<file path="config.mk">
export PLATFORM = sky130hd
export DESIGN_NAME = pps_port_pin_function_select
export DESIGN_NICKNAME = d
export VERILOG_FILES = /design/src/design/pps_pkg.sv /design/src/design/pps_rst_if.sv /design/src/design/pps_reset_pin.sv /design/src/design/pps_port_pin_function_select.sv
export SDC_FILE = /design/constraint.sdc
export NUM_CORES = 1
export LEC_CHECK = 0
export BUFFER_PORTS_ARGS = -buffer_cell sky130_fd_sc_hd__buf_2
export CORE_MARGIN = 5
export CORE_UTILIZATION = 45
export CTS_CLUSTER_DIAMETER = 60
export DETAILED_ROUTE_END_ITERATION = 8
export PLACE_DENSITY = 0.72
export SYNTH_ARGS = -nofsm -noshare
export SYNTH_HDL_FRONTEND = slang
export SYNTH_SLANG_ARGS = --single-unit
</file>
<file path="constraint.sdc">
create_clock -name core_clk -period 1.5 [get_ports core_clk]
set_input_delay 0.375 -clock core_clk [delete_from_list [all_inputs] [get_ports core_clk]]
set_output_delay 0.375 -clock core_clk [all_outputs]
set_load 0.03 [all_outputs]
</file>
<file path="src/design/pps_pkg.sv">
package pps_pkg;

    // Port widths
    localparam int HC_W     = 4;
    localparam int PORT_W   = 8;
    localparam int ADDR_W   = 4;
    localparam int DATA_W   = 8;

    // Register offsets
    localparam logic [3:0] OFS_HC_DATA   = 4'h0;
    localparam logic [3:0] OFS_HC_CTRL   = 4'h1;
    localparam logic [3:0] OFS_SEGA_DATA = 4'h2;
    localparam logic [3:0] OFS_SEGA_LCD  = 4'h3;
    localparam logic [3:0] OFS_SEGB_DATA = 4'h4;
    localparam logic [3:0] OFS_SEGB_LCD  = 4'h5;
    localparam logic [3:0] OFS_SER_DATA  = 4'h6;
    localparam logic [3:0] OFS_SER_LCD   = 4'h7;
    localparam logic [3:0] OFS_AN_DATA   = 4'h8;
    localparam logic [3:0] OFS_AN_DIR    = 4'h9;

    // Reset values: latches released high, every alternate select cleared
    localparam logic [3:0] RST_HC_LATCH  = 4'hF;
    localparam logic [3:0] RST_HC_CTRL   = 4'h0;
    localparam logic [7:0] RST_LATCH     = 8'hFF;
    localparam logic [7:0] RST_LCD_SEL   = 8'h00;
    localparam logic [7:0] RST_AN_DIR    = 8'h00;
    localparam logic [7:0] RST_RDATA     = 8'h00;

    // Timing
    localparam int CLK_PERIOD_NS  = 5;
    localparam int RST_OUT_NS     = 2000;
    localparam int RST_OUT_CYC    = (RST_OUT_NS + CLK_PERIOD_NS - 1) / CLK_PERIOD_NS;
    localparam int RST_SETTLE_CYC = 3;

    typedef enum logic [1:0] {
        PPS_RP_IDLE    = 2'b00,
        PPS_RP_DRIVE   = 2'b01,
        PPS_RP_RELEASE = 2'b11
    } pps_rp_state_t;

endpackage

</file>
<file path="src/design/pps_rst_if.sv">
`timescale 1ns/1ps
`default_nettype none
interface pps_rst_if;
    logic wdt_req;
    logic trap_req;
    logic pin_level;
    logic drive_low;
    logic ext_reset;

    modport ctl
    (
        input  wdt_req,
        input  trap_req,
        input  pin_level,
        output drive_low,
        output ext_reset
    );
    modport core
    (
        output wdt_req,
        output trap_req,
        output pin_level,
        input  drive_low,
        input  ext_reset
    );
endinterface
`default_nettype wire

</file>
<file path="src/design/pps_reset_pin.sv">
`timescale 1ns/1ps
`default_nettype none
module pps_reset_pin
#(
    parameter int HOLD_CYCLES = pps_pkg::RST_OUT_CYC
)
(
    input  wire logic core_clk,
    input  wire logic rst_b,
    pps_rst_if.ctl    rp
);
    localparam int CW = $clog2(HOLD_CYCLES + pps_pkg::RST_SETTLE_CYC + 1);

    if (HOLD_CYCLES < 1)
    begin : g_bad_hold
        $error("HOLD_CYCLES must be at least 1");
    end

    pps_pkg::pps_rp_state_t state;
    pps_pkg::pps_rp_state_t next_state;
    logic [CW-1:0]          cnt;
    logic [CW-1:0]          next_cnt;

    always_comb
    begin
        next_state = state;
        next_cnt   = cnt;
        case (state)
            pps_pkg::PPS_RP_IDLE:
            begin
                if (rp.wdt_req || rp.trap_req)
                begin
                    next_state = pps_pkg::PPS_RP_DRIVE;
                    next_cnt   = CW'(HOLD_CYCLES - 1);
                end
            end
            pps_pkg::PPS_RP_DRIVE:
            begin
                if (cnt == '0)
                begin
                    next_state = pps_pkg::PPS_RP_RELEASE;
                    next_cnt   = CW'(pps_pkg::RST_SETTLE_CYC - 1);
                end
                else
                begin
                    next_cnt = cnt - CW'(1);
                end
            end
            pps_pkg::PPS_RP_RELEASE:
            begin
                // Mask our own low level while it climbs back through the synchroniser
                if (cnt == '0)
                begin
                    next_state = pps_pkg::PPS_RP_IDLE;
                end
                else
                begin
                    next_cnt = cnt - CW'(1);
                end
            end
            default:
            begin
                next_state = pps_pkg::PPS_RP_IDLE;
                next_cnt   = '0;
            end
        endcase
    end

    always_ff @(posedge core_clk or negedge rst_b)
    begin
        if (!rst_b)
        begin
            state <= pps_pkg::PPS_RP_IDLE;
            cnt   <= '0;
        end
        else
        begin
            state <= next_state;
            cnt   <= next_cnt;
        end
    end

    assign rp.drive_low = (state == pps_pkg::PPS_RP_DRIVE);
    assign rp.ext_reset = (state == pps_pkg::PPS_RP_IDLE) && !rp.pin_level;

    // Length of the current low drive, for the check below
    logic [CW-1:0] drive_len;
    always_ff @(posedge core_clk or negedge rst_b)
    begin
        if (!rst_b)
        begin
            drive_len <= '0;
        end
        else if (rp.drive_low)
        begin
            drive_len <= drive_len + CW'(1);
        end
        else
        begin
            drive_len <= '0;
        end
    end
endmodule
`default_nettype wire

</file>
<file path="src/design/pps_port_pin_function_select.sv">
`timescale 1ns/1ps
`default_nettype none
// Overview of operation
// - A first segment-port pin drives its LCD segment instead of port data while its LCD select bit is one.
// - A second segment-port pin likewise drives its LCD segment while its LCD select bit is one.
// - Each analog-port pin has its own direction bit that alone decides whether it is driven.
// - The reset pin takes external reset in and is pulled low on a watchdog or address-trap reset.
module pps_port_pin_function_select
#(
    parameter int RST_HOLD_CYCLES = pps_pkg::RST_OUT_CYC
)
(
    input  wire logic                          core_clk,
    input  wire logic                          rst_b,
    input  wire logic [pps_pkg::ADDR_W-1:0]    reg_addr,
    input  wire logic [pps_pkg::DATA_W-1:0]    reg_wdata,
    input  wire logic                          reg_wr,
    input  wire logic                          reg_rd,
    output logic      [pps_pkg::DATA_W-1:0]    reg_rdata,
    input  wire logic [pps_pkg::HC_W-1:0]      hc_pin_in,
    output logic      [pps_pkg::HC_W-1:0]      hc_pin_out,
    output logic      [pps_pkg::HC_W-1:0]      hc_pin_oe,
    input  wire logic [pps_pkg::HC_W-1:0]      hc_periph_out,
    output logic      [pps_pkg::HC_W-1:0]      hc_periph_in,
    input  wire logic [pps_pkg::PORT_W-1:0]    sega_pin_in,
    output logic      [pps_pkg::PORT_W-1:0]    sega_pin_out,
    output logic      [pps_pkg::PORT_W-1:0]    sega_pin_oe,
    input  wire logic [pps_pkg::PORT_W-1:0]    sega_lcd_segment_line,
    input  wire logic [pps_pkg::PORT_W-1:0]    segb_pin_in,
    output logic      [pps_pkg::PORT_W-1:0]    segb_pin_out,
    output logic      [pps_pkg::PORT_W-1:0]    segb_pin_oe,
    input  wire logic [pps_pkg::PORT_W-1:0]    segb_lcd_segment_line,
    input  wire logic [pps_pkg::PORT_W-1:0]    ser_pin_in,
    output logic      [pps_pkg::PORT_W-1:0]    ser_pin_out,
    output logic      [pps_pkg::PORT_W-1:0]    ser_pin_oe,
    input  wire logic [pps_pkg::PORT_W-1:0]    ser_lcd_segment_line,
    input  wire logic [pps_pkg::PORT_W-1:0]    ser_periph_out,
    output logic      [pps_pkg::PORT_W-1:0]    ser_periph_in,
    input  wire logic [pps_pkg::PORT_W-1:0]    an_pin_in,
    output logic      [pps_pkg::PORT_W-1:0]    an_pin_out,
    output logic      [pps_pkg::PORT_W-1:0]    an_pin_oe,
    output logic      [pps_pkg::PORT_W-1:0]    an_digital_in,
    output logic      [pps_pkg::PORT_W-1:0]    an_analog_sel,
    input  wire logic                          rst_pin_in,
    output logic                               rst_pin_out,
    output logic                               rst_pin_oe,
    input  wire logic                          wdt_reset_req,
    input  wire logic                          trap_reset_req,
    output logic                               ext_reset_req
);
    localparam int HW = pps_pkg::HC_W;
    localparam int PW = pps_pkg::PORT_W;
    localparam int SW = HW + 4 * PW + 1;

    if (HW > pps_pkg::DATA_W || PW > pps_pkg::DATA_W)
    begin : g_bad_width
        $error("Port wider than the register data bus");
    end

    // Two-stage synchroniser for every pin input
    logic [SW-1:0] sync_a;
    logic [SW-1:0] sync_b;
    always_ff @(posedge core_clk or negedge rst_b)
    begin
        if (!rst_b)
        begin
            sync_a <= '1;
            sync_b <= '1;
        end
        else
        begin
            sync_a <= {rst_pin_in, an_pin_in, ser_pin_in, segb_pin_in, sega_pin_in, hc_pin_in};
            sync_b <= sync_a;
        end
    end

    logic [HW-1:0] hc_lvl;
    logic [PW-1:0] sega_lvl;
    logic [PW-1:0] segb_lvl;
    logic [PW-1:0] ser_lvl;
    logic [PW-1:0] an_lvl;
    logic          rst_lvl;
    assign {rst_lvl, an_lvl, ser_lvl, segb_lvl, sega_lvl, hc_lvl} = sync_b;

    pps_rst_if rst_bus ();

    // Register file
    logic [HW-1:0] hc_port_data_latch;
    logic [HW-1:0] hc_port_output_ctrl;
    logic [PW-1:0] sega_latch;
    logic [PW-1:0] seg_port_a_lcd_select;
    logic [PW-1:0] segb_latch;
    logic [PW-1:0] seg_port_b_lcd_select;
    logic [PW-1:0] ser_latch;
    logic [PW-1:0] seg_port_serial_lcd_select;
    logic [PW-1:0] an_latch;
    logic [PW-1:0] analog_port_direction_ctrl;
    logic [pps_pkg::DATA_W-1:0] next_rdata;
    logic [HW-1:0] next_hc_latch;
    logic [HW-1:0] next_hc_ctrl;
    logic [PW-1:0] next_sega_latch;
    logic [PW-1:0] next_sega_sel;
    logic [PW-1:0] next_segb_latch;
    logic [PW-1:0] next_segb_sel;
    logic [PW-1:0] next_ser_latch;
    logic [PW-1:0] next_ser_sel;
    logic [PW-1:0] next_an_latch;
    logic [PW-1:0] next_an_dir;

    // Data offsets read back pin levels, control offsets read back the register
    function automatic logic [pps_pkg::DATA_W-1:0] read_mux(input logic [pps_pkg::ADDR_W-1:0] a);
        logic [pps_pkg::DATA_W-1:0] d;
        d = '0;
        case (a)
            pps_pkg::OFS_HC_DATA:   d[HW-1:0] = hc_lvl;
            pps_pkg::OFS_HC_CTRL:   d[HW-1:0] = hc_port_output_ctrl;
            pps_pkg::OFS_SEGA_DATA: d[PW-1:0] = sega_lvl;
            pps_pkg::OFS_SEGA_LCD:  d[PW-1:0] = seg_port_a_lcd_select;
            pps_pkg::OFS_SEGB_DATA: d[PW-1:0] = segb_lvl;
            pps_pkg::OFS_SEGB_LCD:  d[PW-1:0] = seg_port_b_lcd_select;
            pps_pkg::OFS_SER_DATA:  d[PW-1:0] = ser_lvl;
            pps_pkg::OFS_SER_LCD:   d[PW-1:0] = seg_port_serial_lcd_select;
            pps_pkg::OFS_AN_DATA:   d[PW-1:0] = an_lvl;
            pps_pkg::OFS_AN_DIR:    d[PW-1:0] = analog_port_direction_ctrl;
            default:                d = '0;
        endcase
        return d;
    endfunction

    always_comb
    begin
        next_hc_latch   = hc_port_data_latch;
        next_hc_ctrl    = hc_port_output_ctrl;
        next_sega_latch = sega_latch;
        next_sega_sel   = seg_port_a_lcd_select;
        next_segb_latch = segb_latch;
        next_segb_sel   = seg_port_b_lcd_select;
        next_ser_latch  = ser_latch;
        next_ser_sel    = seg_port_serial_lcd_select;
        next_an_latch   = an_latch;
        next_an_dir     = analog_port_direction_ctrl;
        next_rdata      = reg_rd ? read_mux(reg_addr) : pps_pkg::RST_RDATA;
        if (reg_wr)
        begin
            case (reg_addr)
                pps_pkg::OFS_HC_DATA:   next_hc_latch   = reg_wdata[HW-1:0];
                pps_pkg::OFS_HC_CTRL:   next_hc_ctrl    = reg_wdata[HW-1:0];
                pps_pkg::OFS_SEGA_DATA: next_sega_latch = reg_wdata[PW-1:0];
                pps_pkg::OFS_SEGA_LCD:  next_sega_sel   = reg_wdata[PW-1:0];
                pps_pkg::OFS_SEGB_DATA: next_segb_latch = reg_wdata[PW-1:0];
                pps_pkg::OFS_SEGB_LCD:  next_segb_sel   = reg_wdata[PW-1:0];
                pps_pkg::OFS_SER_DATA:  next_ser_latch  = reg_wdata[PW-1:0];
                pps_pkg::OFS_SER_LCD:   next_ser_sel    = reg_wdata[PW-1:0];
                pps_pkg::OFS_AN_DATA:   next_an_latch   = reg_wdata[PW-1:0];
                pps_pkg::OFS_AN_DIR:    next_an_dir     = reg_wdata[PW-1:0];
                default:                next_rdata      = next_rdata;
            endcase
        end
    end

    always_ff @(posedge core_clk or negedge rst_b)
    begin
        if (!rst_b)
        begin
            // Every select clear, every latch released
            hc_port_data_latch         <= pps_pkg::RST_HC_LATCH;
            hc_port_output_ctrl        <= pps_pkg::RST_HC_CTRL;
            sega_latch                 <= pps_pkg::RST_LATCH;
            seg_port_a_lcd_select      <= pps_pkg::RST_LCD_SEL;
            segb_latch                 <= pps_pkg::RST_LATCH;
            seg_port_b_lcd_select      <= pps_pkg::RST_LCD_SEL;
            ser_latch                  <= pps_pkg::RST_LATCH;
            seg_port_serial_lcd_select <= pps_pkg::RST_LCD_SEL;
            an_latch                   <= pps_pkg::RST_LATCH;
            analog_port_direction_ctrl <= pps_pkg::RST_AN_DIR;
            reg_rdata                  <= pps_pkg::RST_RDATA;
        end
        else
        begin
            hc_port_data_latch         <= next_hc_latch;
            hc_port_output_ctrl        <= next_hc_ctrl;
            sega_latch                 <= next_sega_latch;
            seg_port_a_lcd_select      <= next_sega_sel;
            segb_latch                 <= next_segb_latch;
            seg_port_b_lcd_select      <= next_segb_sel;
            ser_latch                  <= next_ser_latch;
            seg_port_serial_lcd_select <= next_ser_sel;
            an_latch                   <= next_an_latch;
            analog_port_direction_ctrl <= next_an_dir;
            reg_rdata                  <= next_rdata;
        end
    end

    // Pin drive; registered so pins never glitch on select changes
    logic [HW-1:0] next_hc_out;
    logic [HW-1:0] next_hc_oe;
    logic [PW-1:0] next_sega_out;
    logic [PW-1:0] next_sega_oe;
    logic [PW-1:0] next_segb_out;
    logic [PW-1:0] next_segb_oe;
    logic [PW-1:0] next_ser_out;
    logic [PW-1:0] next_ser_oe;
    logic          next_rst_oe;
    logic [HW-1:0] hc_val;
    logic [PW-1:0] ser_val;

    always_comb
    begin
        // Peripheral outputs idle high, so a zero latch would mask them
        hc_val        = hc_port_data_latch & hc_periph_out;
        // Control one drives both levels; control zero sinks only
        next_hc_out   = hc_val;
        next_hc_oe    = hc_port_output_ctrl | ~hc_val;
        // Segment line replaces port data per bit
        next_sega_out = (seg_port_a_lcd_select & sega_lcd_segment_line)
                      | (~seg_port_a_lcd_select & sega_latch);
        next_sega_oe  = seg_port_a_lcd_select | ~sega_latch;
        next_segb_out = (seg_port_b_lcd_select & segb_lcd_segment_line)
                      | (~seg_port_b_lcd_select & segb_latch);
        next_segb_oe  = seg_port_b_lcd_select | ~segb_latch;
        ser_val       = ser_latch & ser_periph_out;
        next_ser_out  = (seg_port_serial_lcd_select & ser_lcd_segment_line)
                      | (~seg_port_serial_lcd_select & ser_val);
        next_ser_oe   = seg_port_serial_lcd_select | ~ser_val;
        next_rst_oe   = rst_bus.drive_low;
    end

    always_ff @(posedge core_clk or negedge rst_b)
    begin
        if (!rst_b)
        begin
            hc_pin_out   <= '1;
            hc_pin_oe    <= '0;
            sega_pin_out <= '1;
            sega_pin_oe  <= '0;
            segb_pin_out <= '1;
            segb_pin_oe  <= '0;
            ser_pin_out  <= '1;
            ser_pin_oe   <= '0;
            rst_pin_oe   <= 1'b0;
        end
        else
        begin
            hc_pin_out   <= next_hc_out;
            hc_pin_oe    <= next_hc_oe;
            sega_pin_out <= next_sega_out;
            sega_pin_oe  <= next_sega_oe;
            segb_pin_out <= next_segb_out;
            segb_pin_oe  <= next_segb_oe;
            ser_pin_out  <= next_ser_out;
            ser_pin_oe   <= next_ser_oe;
            rst_pin_oe   <= next_rst_oe;
        end
    end

    // Analog port: direction bit alone gates the driver
    assign an_pin_out    = an_latch;
    assign an_pin_oe     = analog_port_direction_ctrl;
    // Latch zero with direction zero routes the pin to the converter
    assign an_analog_sel = ~an_latch & ~analog_port_direction_ctrl;
    // Digital receivers read one while in analog use, avoiding false wake-ups
    assign an_digital_in = an_lvl | an_analog_sel;
    assign hc_periph_in  = hc_lvl;
    assign ser_periph_in = ser_lvl;
    assign rst_pin_out   = 1'b0;

    assign rst_bus.wdt_req   = wdt_reset_req;
    assign rst_bus.trap_req  = trap_reset_req;
    assign rst_bus.pin_level = rst_lvl;
    assign ext_reset_req     = rst_bus.ext_reset;

    pps_reset_pin
    #(
        .HOLD_CYCLES (RST_HOLD_CYCLES)
    )
    u_reset_pin
    (
        .core_clk (core_clk),
        .rst_b    (rst_b),
        .rp       (rst_bus)
    );

    logic first_cycle;
    always_ff @(posedge core_clk or negedge rst_b)
    begin
        if (!rst_b)
        begin
            first_cycle <= 1'b1;
        end
        else
        begin
            first_cycle <= 1'b0;
        end
    end
endmodule
`default_nettype wire

</file>
# After elaboration in Yosys (flattened, before gate mapping)
# Cells that the tools add are included.
[classes] bitwise=26 reduce_logical=18 n_mux=11 n_eq_ne=15 n_addsub=1
[ops] op="8-bit bitwise AND" n=8
[ops] op="8-bit inverter" n=8
[ops] op="8-bit bitwise OR" n=7
[ops] op="4-bit case mux with 10 select lines" n=1
[ops] op="4-bit case mux with 8 select lines" n=1
[ops] op="9-bit 2-to-1 mux" n=3
[ops] op="9-bit case mux with 3 select lines" n=1
[ops] op="2-bit AND reduction" n=11
[ops] op="4-bit by 3-bit equality test with 1-bit output, second input constant" n=4
[ops] op="9-bit logical NOT" n=1
[ops] op="9-bit by 1-bit subtractor with 9-bit output, second input constant" n=1
[ops] op="4-bit by 2-bit equality test with 1-bit output, second input constant" n=2
[ops] op="4-bit equality test, second input constant" n=2
[ops] op="8-bit 2-to-1 mux" n=1
[ops] op="2-bit 2-to-1 mux" n=3
[ops] op="2-bit by 1-bit != test with 1-bit output, second input constant" n=3
[ops] op="2-bit case mux with 3 select lines" n=1
[ops] op="4-bit bitwise AND" n=1
[ops] op="4-bit by 1-bit equality test with 1-bit output, second input constant" n=1
[ops] op="4-bit logical NOT" n=1
[ops] op="4-bit inverter" n=1
[ops] op="4-bit bitwise OR" n=1
[ops] op="3-bit AND reduction" n=1
[ops] op="2-bit by 1-bit equality test with 1-bit output, second input constant" n=1
[ops] op="6 further kinds" n=6
[word_totals] regBits=222 out_inout_bits=111 word_cells=95 in_bits=91

# Logic depth before layout (Yosys ltp)
# Gate-level depths: netlist of the first run.
[depth] ltp_word=3 mapped_depth=6

# By module
# From an unflattened synthesis of the first run, not the netlist that was laid out.
[unflattened] cells_unflattened=599 hier_area_um2=8478.1
[by_module_without_submodules] mod="pps_port_pin_function_select" area_each_um2=7771.2 cells_each=521 instances=1 seq_area_each_um2=5452.7
[by_module_without_submodules] mod="pps_reset_pin" area_each_um2=706.9 cells_each=78 instances=1 seq_area_each_um2=275.3

# Worst setup path after synthesis of the first run
# Ideal clock, no wire load.
[synth_path] path_kind="flip-flop to output port" from="register analog_port_direction_ctrl[7], in the netlist an_pin_oe[7]" to="output an_digital_in[7] in the netlist's numbering" arrival_time_ps=1280 stages_incl_launch_ff=3 slack_ps=-155 path_cell_list="dfrtp_1 > nor2_1 > or2_2"
[synth_via] elab_chain_cells=3
[synth_rtl] element="start: declaration" line_no="pps_port_pin_function_select.sv:97" source="logic [PW-1:0] analog_port_direction_ctrl;"
[synth_rtl] element="start signal: assignment" line_no="pps_port_pin_function_select.sv:175" source="analog_port_direction_ctrl <= pps_pkg::RST_AN_DIR;"
[synth_rtl] element="start signal: assignment" line_no="pps_port_pin_function_select.sv:189" source="analog_port_direction_ctrl <= next_an_dir;"
[synth_rtl] element="8-bit inverter" line_no="pps_port_pin_function_select.sv:260" source="assign an_analog_sel = ~an_latch & ~analog_port_direction_ctrl;"
[synth_rtl] element="8-bit bitwise AND" line_no="pps_port_pin_function_select.sv:260"
[synth_rtl] element="named net an_analog_sel, one bit" line_no="pps_port_pin_function_select.sv:43" source="output logic [pps_pkg::PORT_W-1:0] an_analog_sel,"
[synth_rtl] element="8-bit bitwise OR" line_no="pps_port_pin_function_select.sv:262" source="assign an_digital_in = an_lvl | an_analog_sel;"
[synth_rtl] element="end: declaration" line_no="pps_port_pin_function_select.sv:42" source="output logic [pps_pkg::PORT_W-1:0] an_digital_in,"
# The timed path passes the listed nets, and every way through them passes these cells.

# Worst setup path in the final report of the first run
[layout_path] from="register an_latch[0], in the netlist an_pin_out[0]" to="output an_digital_in[0] in the netlist's numbering"
[layout_via] elab_chain_cells=3
[layout_rtl] element="start: declaration" line_no="pps_port_pin_function_select.sv:96" source="logic [PW-1:0] an_latch;"
[layout_rtl] element="start signal: assignment" line_no="pps_port_pin_function_select.sv:174" source="an_latch <= pps_pkg::RST_LATCH;"
[layout_rtl] element="start signal: assignment" line_no="pps_port_pin_function_select.sv:188" source="an_latch <= next_an_latch;"
[layout_rtl] element="8-bit inverter" line_no="pps_port_pin_function_select.sv:260"
[layout_rtl] element="8-bit bitwise AND" line_no="pps_port_pin_function_select.sv:260"
[layout_rtl] element="8-bit bitwise OR" line_no="pps_port_pin_function_select.sv:262"
# Every way passes these cells.

==> run_results.csv, run 1 <==
group,metric,value,unit
clock_network,path_clk_slew,0.06,ns
detailed_routing,wl_met3,1.62,mm
cells_and_area,drive_gt1_share,64.6,%
floorplanning,rows,50,
power,p_per_area,1560,mW/mm²
placed_design,dpl_worst_slack,-0.252,ns
floorplanning,die_y,147,µm
sta,timing.final.crit_share,124,%
critical_path,worst_setup_path_start_kind,"register",
cells_and_area,syn_to_final_growth,49.5,%
clock_network,cts_sinks,222,
critical_path,end_kind,"output pin",
cells_and_area,multi_input_area,0.00275,mm²
synth,syn_avg_cell_area,14.0,µm²
clock_network,clock_latency,0.51,ns
detailed_routing,wl,24.1,mm
clock_network,htree_levels,1,
clock_network,cts_buffers,24,
synth,yosysTopAreaCellShare,42.9,%
global_route,grt_pass1_vias,6613,
power,cellLeakagePower,5.68,nW
synth,synth_edf_count,0,
cells_and_area,nFillCells,1267,
critical_path,timing.rr.end,"u_reset_pin.cnt[1]",
synth,synth_nets,698,
floorplanning,coreArea,0.0186,mm²
global_route,grt_start_max_net_pins,45,
synth,synth_cell_types,65,
placed_design,io_buffers,200,
floorplanning,io_pins,202,
flow_run,maxCapViolCount,0,
detailed_routing,met1_length,9.85,mm
power,power,19.8,mW
detailed_routing,vias,6235,
run_status,violations,"negative setup slack",
power,peakVddDrop,803,µV
critical_path,crit_fanout,2,
detailed_routing,wl_met2,12.0,mm
synth,ys_async_sr_fraction,100,%
cells_and_area,nNetsFinal,1052,
critical_path,crit_end,"an_digital_in[0]",
cells_and_area,final_cell_mix,"138 x dfstp_2, 122 x buf_2, 96 x buf_4",
global_route,globalRoute.totalOverflow,0,
synth,syn_area,0.00846,mm²
sta,setup_viol,79,
sta,finalHoldViolCount,0,
critical_path,r2r_cells,6,
clock_network,ctsLongestPathBuffers,3,
clock_network,cts_tree,"done",
floorplanning,die_w,147,µm
global_route,grt_pass1_wl,36.6,mm
sta,finClkSkew,0.0170,ns
detailed_routing,top_layer_used,"met4",
critical_path,crit_type,"reg -> out",
critical_path,cpPeakStageDelay,0.56,ns
detailed_routing,vias_per_cell,5.14,
floorplanning,start_util,45.5,%
run_status,status,"finished with violations",
detailed_routing,drc_errors,0,
critical_path,crit_required,1.12,ns
sta,layout_setup_ws,-0.355,ns
critical_path,cp.arrival,1.48,ns
synth,synth_top_area_cell,"dfstp_2",
detailed_routing,antenna_left,0,
cells_and_area,area.sequential,0.00574,mm²
detailed_routing,detail_route.iter0.violations,318,
detailed_routing,drt_pass1_iterations,7,
worst_hold_path,hold_class,"in -> reg",
synth,synth_warnings,0,
clock_network,cts_root_buffer,"clkbuf_16",
placed_design,gp_congestion,0.908,
floorplanning,dieArea,0.0216,mm²
synth,seq_area_frac_synth,67.7,%
sta,drv_slew,0,
sta,rsz0062_at_grt,"yes",
cells_and_area,layout_commonest_cell,"dfstp_2",
sta,period_needed,1.85,ns
synth,synth_flop_cell,"dfstp_2",
critical_path,slowest_stage,"dfstp_2",
critical_path,rr_startpoint,"u_reset_pin.cnt[1]",
detailed_routing,wl_per_cell,19.9,µm
synth,syn_inst,605,
critical_path,r2r_setup_slack,-0.05,ns
cells_and_area,reg_top3,"sync_a x37, sync_b x37, u_reset_pin.cnt x9",
synth,ys_ff_latch,222,
placed_design,dp.final_hpwl,16.0,mm
critical_path,crit_start,"an_pin_out[0]",
critical_path,cp_cell_sequence,"nor2_4, or2_4, buf_6",
sta,fmax,0.539,GHz
synth,synth_area_leaders,"dfstp_2 43%, dfrtp_1 25%, mux2_2 10%",
global_route,antenna_found_initial,1,
global_route,gr-usage-all-layers,21.4,%
==> cell type report <==
type                       count  area share (%)
antenna                        1          0.0198
clock buffer                  36            5.59
clock inverter                 8           0.990
inverter                      10           0.317
multi-input combinational    339            21.7
sequential                   222            45.4
tap                          234            2.32
timing repair buffer         362            23.7
==> through the flow <==
stage	hold WS (ns)	TNS [ns]	util, %	instances	area (µm²)
after CTS	0.0373	-8.86	66.2	1191	12300
after global placement	0.303	-12.42	55.7	1083	10400
after floorplan	0.0794	-1.65	-	605	8570
after detailed placement	0.297	-13.76	55.7	1083	10400
final	0.0566	-7.99	68.0	1212	12600
after global routing	0.0524	-11.12	68.0	1212	12600
==> Yosys cell counts (all sizes together) (7+ instances only) <==
master / number
mux2: 76
inv: 10
dfrtp: 84
nand2: 67
nand3: 10
or2: 9
nor2: 26
buf: 32
nor2b: 7
nand2b: 22
nand3b: 12
dfstp: 138
o21ai: 9
mux2i: 7
a21oi: 15
==> power by group <==
group / leakage (nW) / switching [mW] / internal (mW)
logic: 2.86 / 2.79 / 2.65
registers: 2.41 / 0.824 / 7.40
clock network: 0.410 / 2.32 / 3.79
total: 5.68 / 5.94 / 13.8
==> critical path: cells and delay by family (launching register included) <==
kind,cells,cell delay (ns)
DFF,1,0.56
buffers and inverters,1,0.14
and+or+nand+nor,2,0.28
==> cell families (layout without fill, tap and decap cells) <==
kind of cell / after synthesis / after routing / synth area share, %
buffers and inverters: 44 / 416 / 2.87
other: 1 / 2 / 0.0443
adder cells (fa/ha/maj): 2 / 2 / 0.296
AO/OA/AOI/OAI: 68 / 68 / 5.71
flip-flops: 222 / 222 / 67.7
multiplexers: 85 / 85 / 11.5
XOR/XNOR: 1 / 1 / 0.104
AND/OR/NAND/NOR: 182 / 182 / 11.8
==> layer usage <==
metal  vias to the layer above  GRT usage, %
li1                       2788             -
met1                      3145          27.8
met2                       252          36.6
met3                        50          4.26
met4                         0          6.34
met5                         -             0
==> timing repair <==
item | CTS | global route
gates resized for setup | 168 | 59
gates cloned | 0 | 0
hold buffers | 38 | 0
hold endpoints to repair | 51 | 0
setup buffers | 28 | 27
setup endpoints to repair | 83 | 88
pin swaps | 5 | 12
==> worst min-delay path by stage <==
stage	start	endpoint	slack, ns	depth (start not counted)
floorplan	rst_b	an_pin_oe[0]	0.08	0
global placement	rst_b	sega_pin_oe[5]	0.30	1
detailed placement	rst_b	sega_pin_oe[5]	0.30	1
CTS	sega_lcd_segment_line[0]	sega_pin_out[0]	0.04	3
global route	sega_lcd_segment_line[3]	sega_pin_out[3]	0.05	3
finish	sega_lcd_segment_line[0]	sega_pin_out[0]	0.06	3
Note: power is estimated with default switching activity, not from simulation.
==> run 2: changes to the inputs <==
PLACE_DENSITY = 0.69   (was 0.72)
clock period = 2 ns   (was 1.5 ns; I/O delays follow)
==> run 2 against run 1 <==
Effect of this change: the run now ends clean; clock power decreased by 27%; setup slack improved by 0.37 ns; critical path depth unchanged; cell area decreased by 14%; sequential power decreased by 26%; sequential share of layout area increased by 7.4 points; die area unchanged; cell count decreased by 9.7%; clock skew increased by 0.0052 ns; core utilization decreased by 9.6 points; clock-buffer cell count decreased by 6; non-clock buffer count decreased by 116; critical endpoint unchanged.
==> run_results.csv, run 2 (synthesized netlist as in run 1, its figures left out) <==
group,metric,value,unit
detailed_routing,vias,5607,
power,p_switching,4.01,mW
power,cellLeakagePower,4.93,nW
placed_design,dp.final_hpwl,15.4,mm
clock_network,htree_levels,1,
global_route,grt_pass1_vias,5903,
sta,tightest_slew,0.581,ns
global_route,globalRoute.totalOverflow,0,
detailed_routing,vias_per_cell,5.13,
cells_and_area,nNetsFinal,935,
detailed_routing,drc_errors,0,
floorplanning,die_y,147,µm
power,power,13.5,mW
power,p_clk_share,33.2,%
floorplanning,dieArea,0.0216,mm²
critical_path,cpPeakStageDelay,0.55,ns
placed_design,gp_congestion,0.894,
global_route,gr-usage-all-layers,19.4,%
critical_path,slowest_stage,"dfstp_2",
sta,finalHoldViolCount,0,
power,switching_share,29.7,%
placed_design,dpl_worst_slack,0.128,ns
cells_and_area,reg_top3,"sync_a x37, sync_b x37, u_reset_pin.cnt x9",
floorplanning,die_w,147,µm
cells_and_area,layout_commonest_cell,"buf_2",
floorplanning,rows,50,
power,peakVddDrop,668,µV
power,p_per_area,1240,mW/mm²
cells_and_area,syn_to_final_growth,28.5,%
cells_and_area,nFillCells,1517,
flow_run,maxCapViolCount,0,
placed_design,io_buffers,200,
clock_network,ctsLongestPathBuffers,3,
worst_hold_path,hold_class,"in -> reg",
sta,fmax,0.503,GHz
clock_network,cts_tree,"done",
placed_design,dpl.cell_count,1040,
cells_and_area,final_cell_mix,"190 x buf_2, 138 x dfstp_2, 83 x dfrtp_1",
floorplanning,coreArea,0.0186,mm²
sta,finClkSkew,0.0223,ns
sta,whs,0.0833,ns
power,combPwrFrac,21.8,%
critical_path,worst_setup_path_start_kind,"register",
critical_path,cp.arrival,1.49,ns
detailed_routing,antenna_left,0,
critical_path,crit_fanout,2,
floorplanning,start_util,45.5,%
clock_network,path_clk_slew,0.07,ns
cells_and_area,fin_util,58.5,%
sta,rsz0062_at_grt,"yes",
sta,layout_setup_ws,0.0115,ns
detailed_routing,drt_pass1_iterations,4,
floorplanning,io_pins,202,
sta,period_needed,1.99,ns
sta,drv_slew,0,
clock_network,cts_buffers,23,
global_route,grt_pass1_wl,33.2,mm
cells_and_area,finalNonFillerCells,1094,
sta,timing.final.crit_share,99.4,%
sta,relSlewSlack,60.9,%
run_status,status,"complete, no violations",
power,p_seq_share,44.9,%
detailed_routing,detail_route.iter0.violations,350,
global_route,grt_start_max_net_pins,56,
critical_path,end_kind,"output pin",
clock_network,cts_sinks,222,
clock_network,cts_root_buffer,"clkbuf_16",
power,p_int,9.47,mW
detailed_routing,wl,21.1,mm
critical_path,crit_required,1.50,ns
clock_network,clock_latency,0.51,ns
critical_path,crit_type,"reg -> out",
cells_and_area,drive_gt1_share,61.2,%
sta,setup_viol,0,
critical_path,cp_cell_sequence,"nor2_2, or2_4, buf_6",
detailed_routing,wl_per_cell,19.3,µm
global_route,antenna_found_initial,2,
[run 2: power groups by stage]
| stage | registers, mW | logic (mW) | clock network, mW |
|---|---|---|---|
| 6_report | 6.06 | 2.94 | 4.48 |
| 5_1_grt | 6.16 | 3.16 | 4.78 |
| 4_1_cts | 6.06 | 2.96 | 4.59 |
| 3_5_place_dp | 6.12 | 2.81 | 0 |
| 3_3_place_gp | 6.11 | 2.75 | 0 |
| 2_1_floorplan | 6.67 | 1.21 | 0 |
[run 2: final cells by class]
| type | instances | area, µm² | area share, % |
|---|---|---|---|
| antenna | 1 | 2.50 | 0.0230 |
| clock buffer | 30 | 643 | 5.92 |
| clock inverter | 12 | 166 | 1.53 |
| inverter | 10 | 37.5 | 0.345 |
| multi-input combinational | 339 | 2530 | 23.3 |
| sequential | 222 | 5730 | 52.7 |
| tap | 234 | 293 | 2.69 |
| timing repair buffer | 246 | 1470 | 13.5 |
[run 2: stage by stage]
stage	setup TNS, ns	instance area [µm²]
after floorplan	0	8460
after global routing	-0.0634	10900
after global placement	0	9870
final	0	10900
after detailed placement	0	9870
after CTS	-0.0118	10800
[run 2: worst max-delay path: cells and delay by family, from the launching register on]
| kind | cells | cell delay [ns] |
|---|---|---|
| flops | 1 | 0.55 |
| simple gates | 2 | 0.31 |
| buf+inv | 1 | 0.14 |
[run 2: final timing paths]
kind	start	to	slack [ns]	cells past startpoint
min in group asynchronous	rst_b	ser_pin_oe[5]	0.50	2
worst min register to register	sync_a[23]	sync_b[23]	0.34	0
worst min-delay path	hc_pin_in[3]	sync_a[3]	0.08	1
max in group asynchronous	rst_b	sync_a[26]	0.82	3
worst max register to register	u_reset_pin.cnt[0]	u_reset_pin.cnt[1]	0.25	5
worst max-delay path	an_pin_out[0]	an_digital_in[0]	0.01	3
[run 2: metal layers]
metal  vias up  track usage, %  share of wire [%]
met4         2            4.75                2.2
met3        25            4.35                6.9
li1       2559               -                  -
met2       211            31.9                 48
met1      2810            26.4                 43
met5         -               0              0.033
[run 2: what timing repair did]
action,CTS,global route
pin swaps,0,1
gates resized for setup,32,3
setup buffers,9,1
hold buffers,1,0
hold endpoints to repair,23,0
endpoints found under the setup margin,9,4
==> run 3: changes to the inputs <==
CORE_UTILIZATION = 48   (was 45)
PLACE_DENSITY = 0.73   (was 0.69)
==> run 3 against run 2 <==
Effect of this change: non-clock buffer count down 9; first-iteration DRC count is 23% lower; via count grew 1.5%; sequential share of layout area grew 0.69 points; clock power shrank 10%; setup slack gained 0.029 ns; combinational power fell by 1%; routed wire length is 0.15% higher; critical endpoint unchanged; largest cell class unchanged; highest routed layer unchanged.
==> run_results.csv, run 3 (synthesized netlist as in run 1, its figures left out) <==
group,metric,value,unit
run_status,status,"complete, no violations",
power,p_per_area,1210,mW/mm²
cells_and_area,drive_gt1_share,60.0,%
cells_and_area,final_cell_mix,"190 x buf_2, 138 x dfstp_2, 83 x dfrtp_1",
sta,setup_viol,0,
global_route,grt_start_max_net_pins,59,
detailed_routing,antenna_left,0,
placed_design,gp_congestion,0.882,
cells_and_area,syn_to_final_growth,26.8,%
sta,finalHoldViolCount,0,
floorplanning,rows,48,
flow_run,maxCapViolCount,0,
detailed_routing,drt_pass1_iterations,5,
sta,tightest_slew,0.668,ns
sta,whs,0.0990,ns
clock_network,path_clk_slew,0.06,ns
clock_network,clock_latency,0.49,ns
detailed_routing,wl_per_cell,19.7,µm
floorplanning,io_pins,202,
placed_design,dp.final_hpwl,15.3,mm
cells_and_area,reg_top3,"sync_a x37, sync_b x37, u_reset_pin.cnt x9",
floorplanning,dieArea,0.0204,mm²
critical_path,crit_type,"reg -> out",
floorplanning,die_w,143,µm
detailed_routing,vias_per_cell,5.30,
detailed_routing,drc_errors,0,
global_route,gr-usage-all-layers,20.6,%
floorplanning,start_util,48.9,%
critical_path,end_kind,"output pin",
clock_network,cts_sinks,222,
clock_network,ctsLongestPathBuffers,3,
critical_path,cp.arrival,1.46,ns
sta,fmax,0.510,GHz
cells_and_area,nNetsFinal,926,
clock_network,cts_tree,"done",
power,power,13.0,mW
power,cellLeakagePower,4.85,nW
global_route,grt_pass1_wl,32.9,mm
cells_and_area,n_antenna_cell,0,
critical_path,worst_setup_path_start_kind,"register",
worst_hold_path,hold_class,"in -> reg",
sta,drv_slew,0,
cells_and_area,fin_util,62.0,%
cells_and_area,nFillCells,1291,
power,peakVddDrop,676,µV
sta,period_needed,1.96,ns
detailed_routing,wl,21.2,mm
placed_design,io_buffers,200,
global_route,antenna_found_initial,1,
critical_path,crit_required,1.50,ns
clock_network,cts_buffers,23,
detailed_routing,detail_route.iter0.violations,270,
clock_network,htree_levels,1,
placed_design,dpl_cell_area,0.00984,mm²
critical_path,crit_fanout,2,
clock_network,cts_root_buffer,"clkbuf_16",
sta,rsz0062_at_grt,"no",
cells_and_area,layout_commonest_cell,"buf_2",
detailed_routing,vias,5689,
floorplanning,die_y,143,µm
global_route,grt_pass1_vias,6033,
cells_and_area,fin_area,0.0107,mm²
global_route,globalRoute.totalOverflow,0,
sta,finClkSkew,0.00741,ns
sta,relSlewSlack,55.1,%
sta,timing.final.crit_share,98.0,%
floorplanning,coreArea,0.0173,mm²
-- run 3: changes by cell type in the layout (fill, tap and decap cells not counted), sizes merged --
cell	delta
bufinv	-4
clkinv	-3
clkbuf	+6
buf	-9
diode	-1
-- run 3: layout make-up --
type                    count  area, µm²  area share [%]
multi-input cells         339       2520            23.5
repair buffers            237       1430            13.3
clock inverters             5       31.3           0.292
flip-flops and latches    222       5730            53.4
well taps                 225        282            2.62
inverters                  10       37.5           0.350
clock buffers              36        694            6.47
-- run 3: per-stage QoR --
stage,TNS (ns),setup slack [ns],instances
floorplan,0,0.220,605
global placement,0,0.0959,1024
detailed placement,-0.000198,-0.000198,1024
CTS,0,0.00159,1074
global route,0,0.00739,1074
finish,0,0.0403,1074
-- run 3: where the power goes --
part / internal (mW) / switching [mW]
Clock: 2.38 / 1.64
Sequential: 5.53 / 0.558
Combinational: 1.12 / 1.78
Total: 9.03 / 3.97
-- run 3: worst paths after layout --
check	from	end	slack (ns)	cells past startpoint
max in group asynchronous	rst_b	ser_latch[3]	0.73	3
max	an_pin_out[0]	an_digital_in[0]	0.04	3
min reg2reg	sync_a[11]	sync_b[11]	0.35	0
min in group asynchronous	rst_b	sega_pin_oe[5]	0.54	2
max reg2reg	u_reset_pin.cnt[0]	u_reset_pin.cnt[6]	0.18	6
min	rst_pin_in	sync_a[36]	0.1	1
-- run 3: per-layer routing --
metal	vias up	wire length (µm)	global-route usage [%]
met5	-	13	0
met3	40	1400	3.65
li1	2539	-	-
met2	249	11000	36.5
met4	2	452	4.50
met1	2859	8340	26.6
-- run 3: repair_timing --
item	CTS	global route
hold buffers	1	0
setup endpoints to repair	9	3
gates resized for setup	26	3
endpoints found under the hold margin	23	0
setup buffers	8	0
-- run 3: worst max-delay path: stages, from the launching register on --
cell	delay (ns)
dfstp_2	0.54
nor2_1	0.05
or2_4	0.23
buf_6	0.14
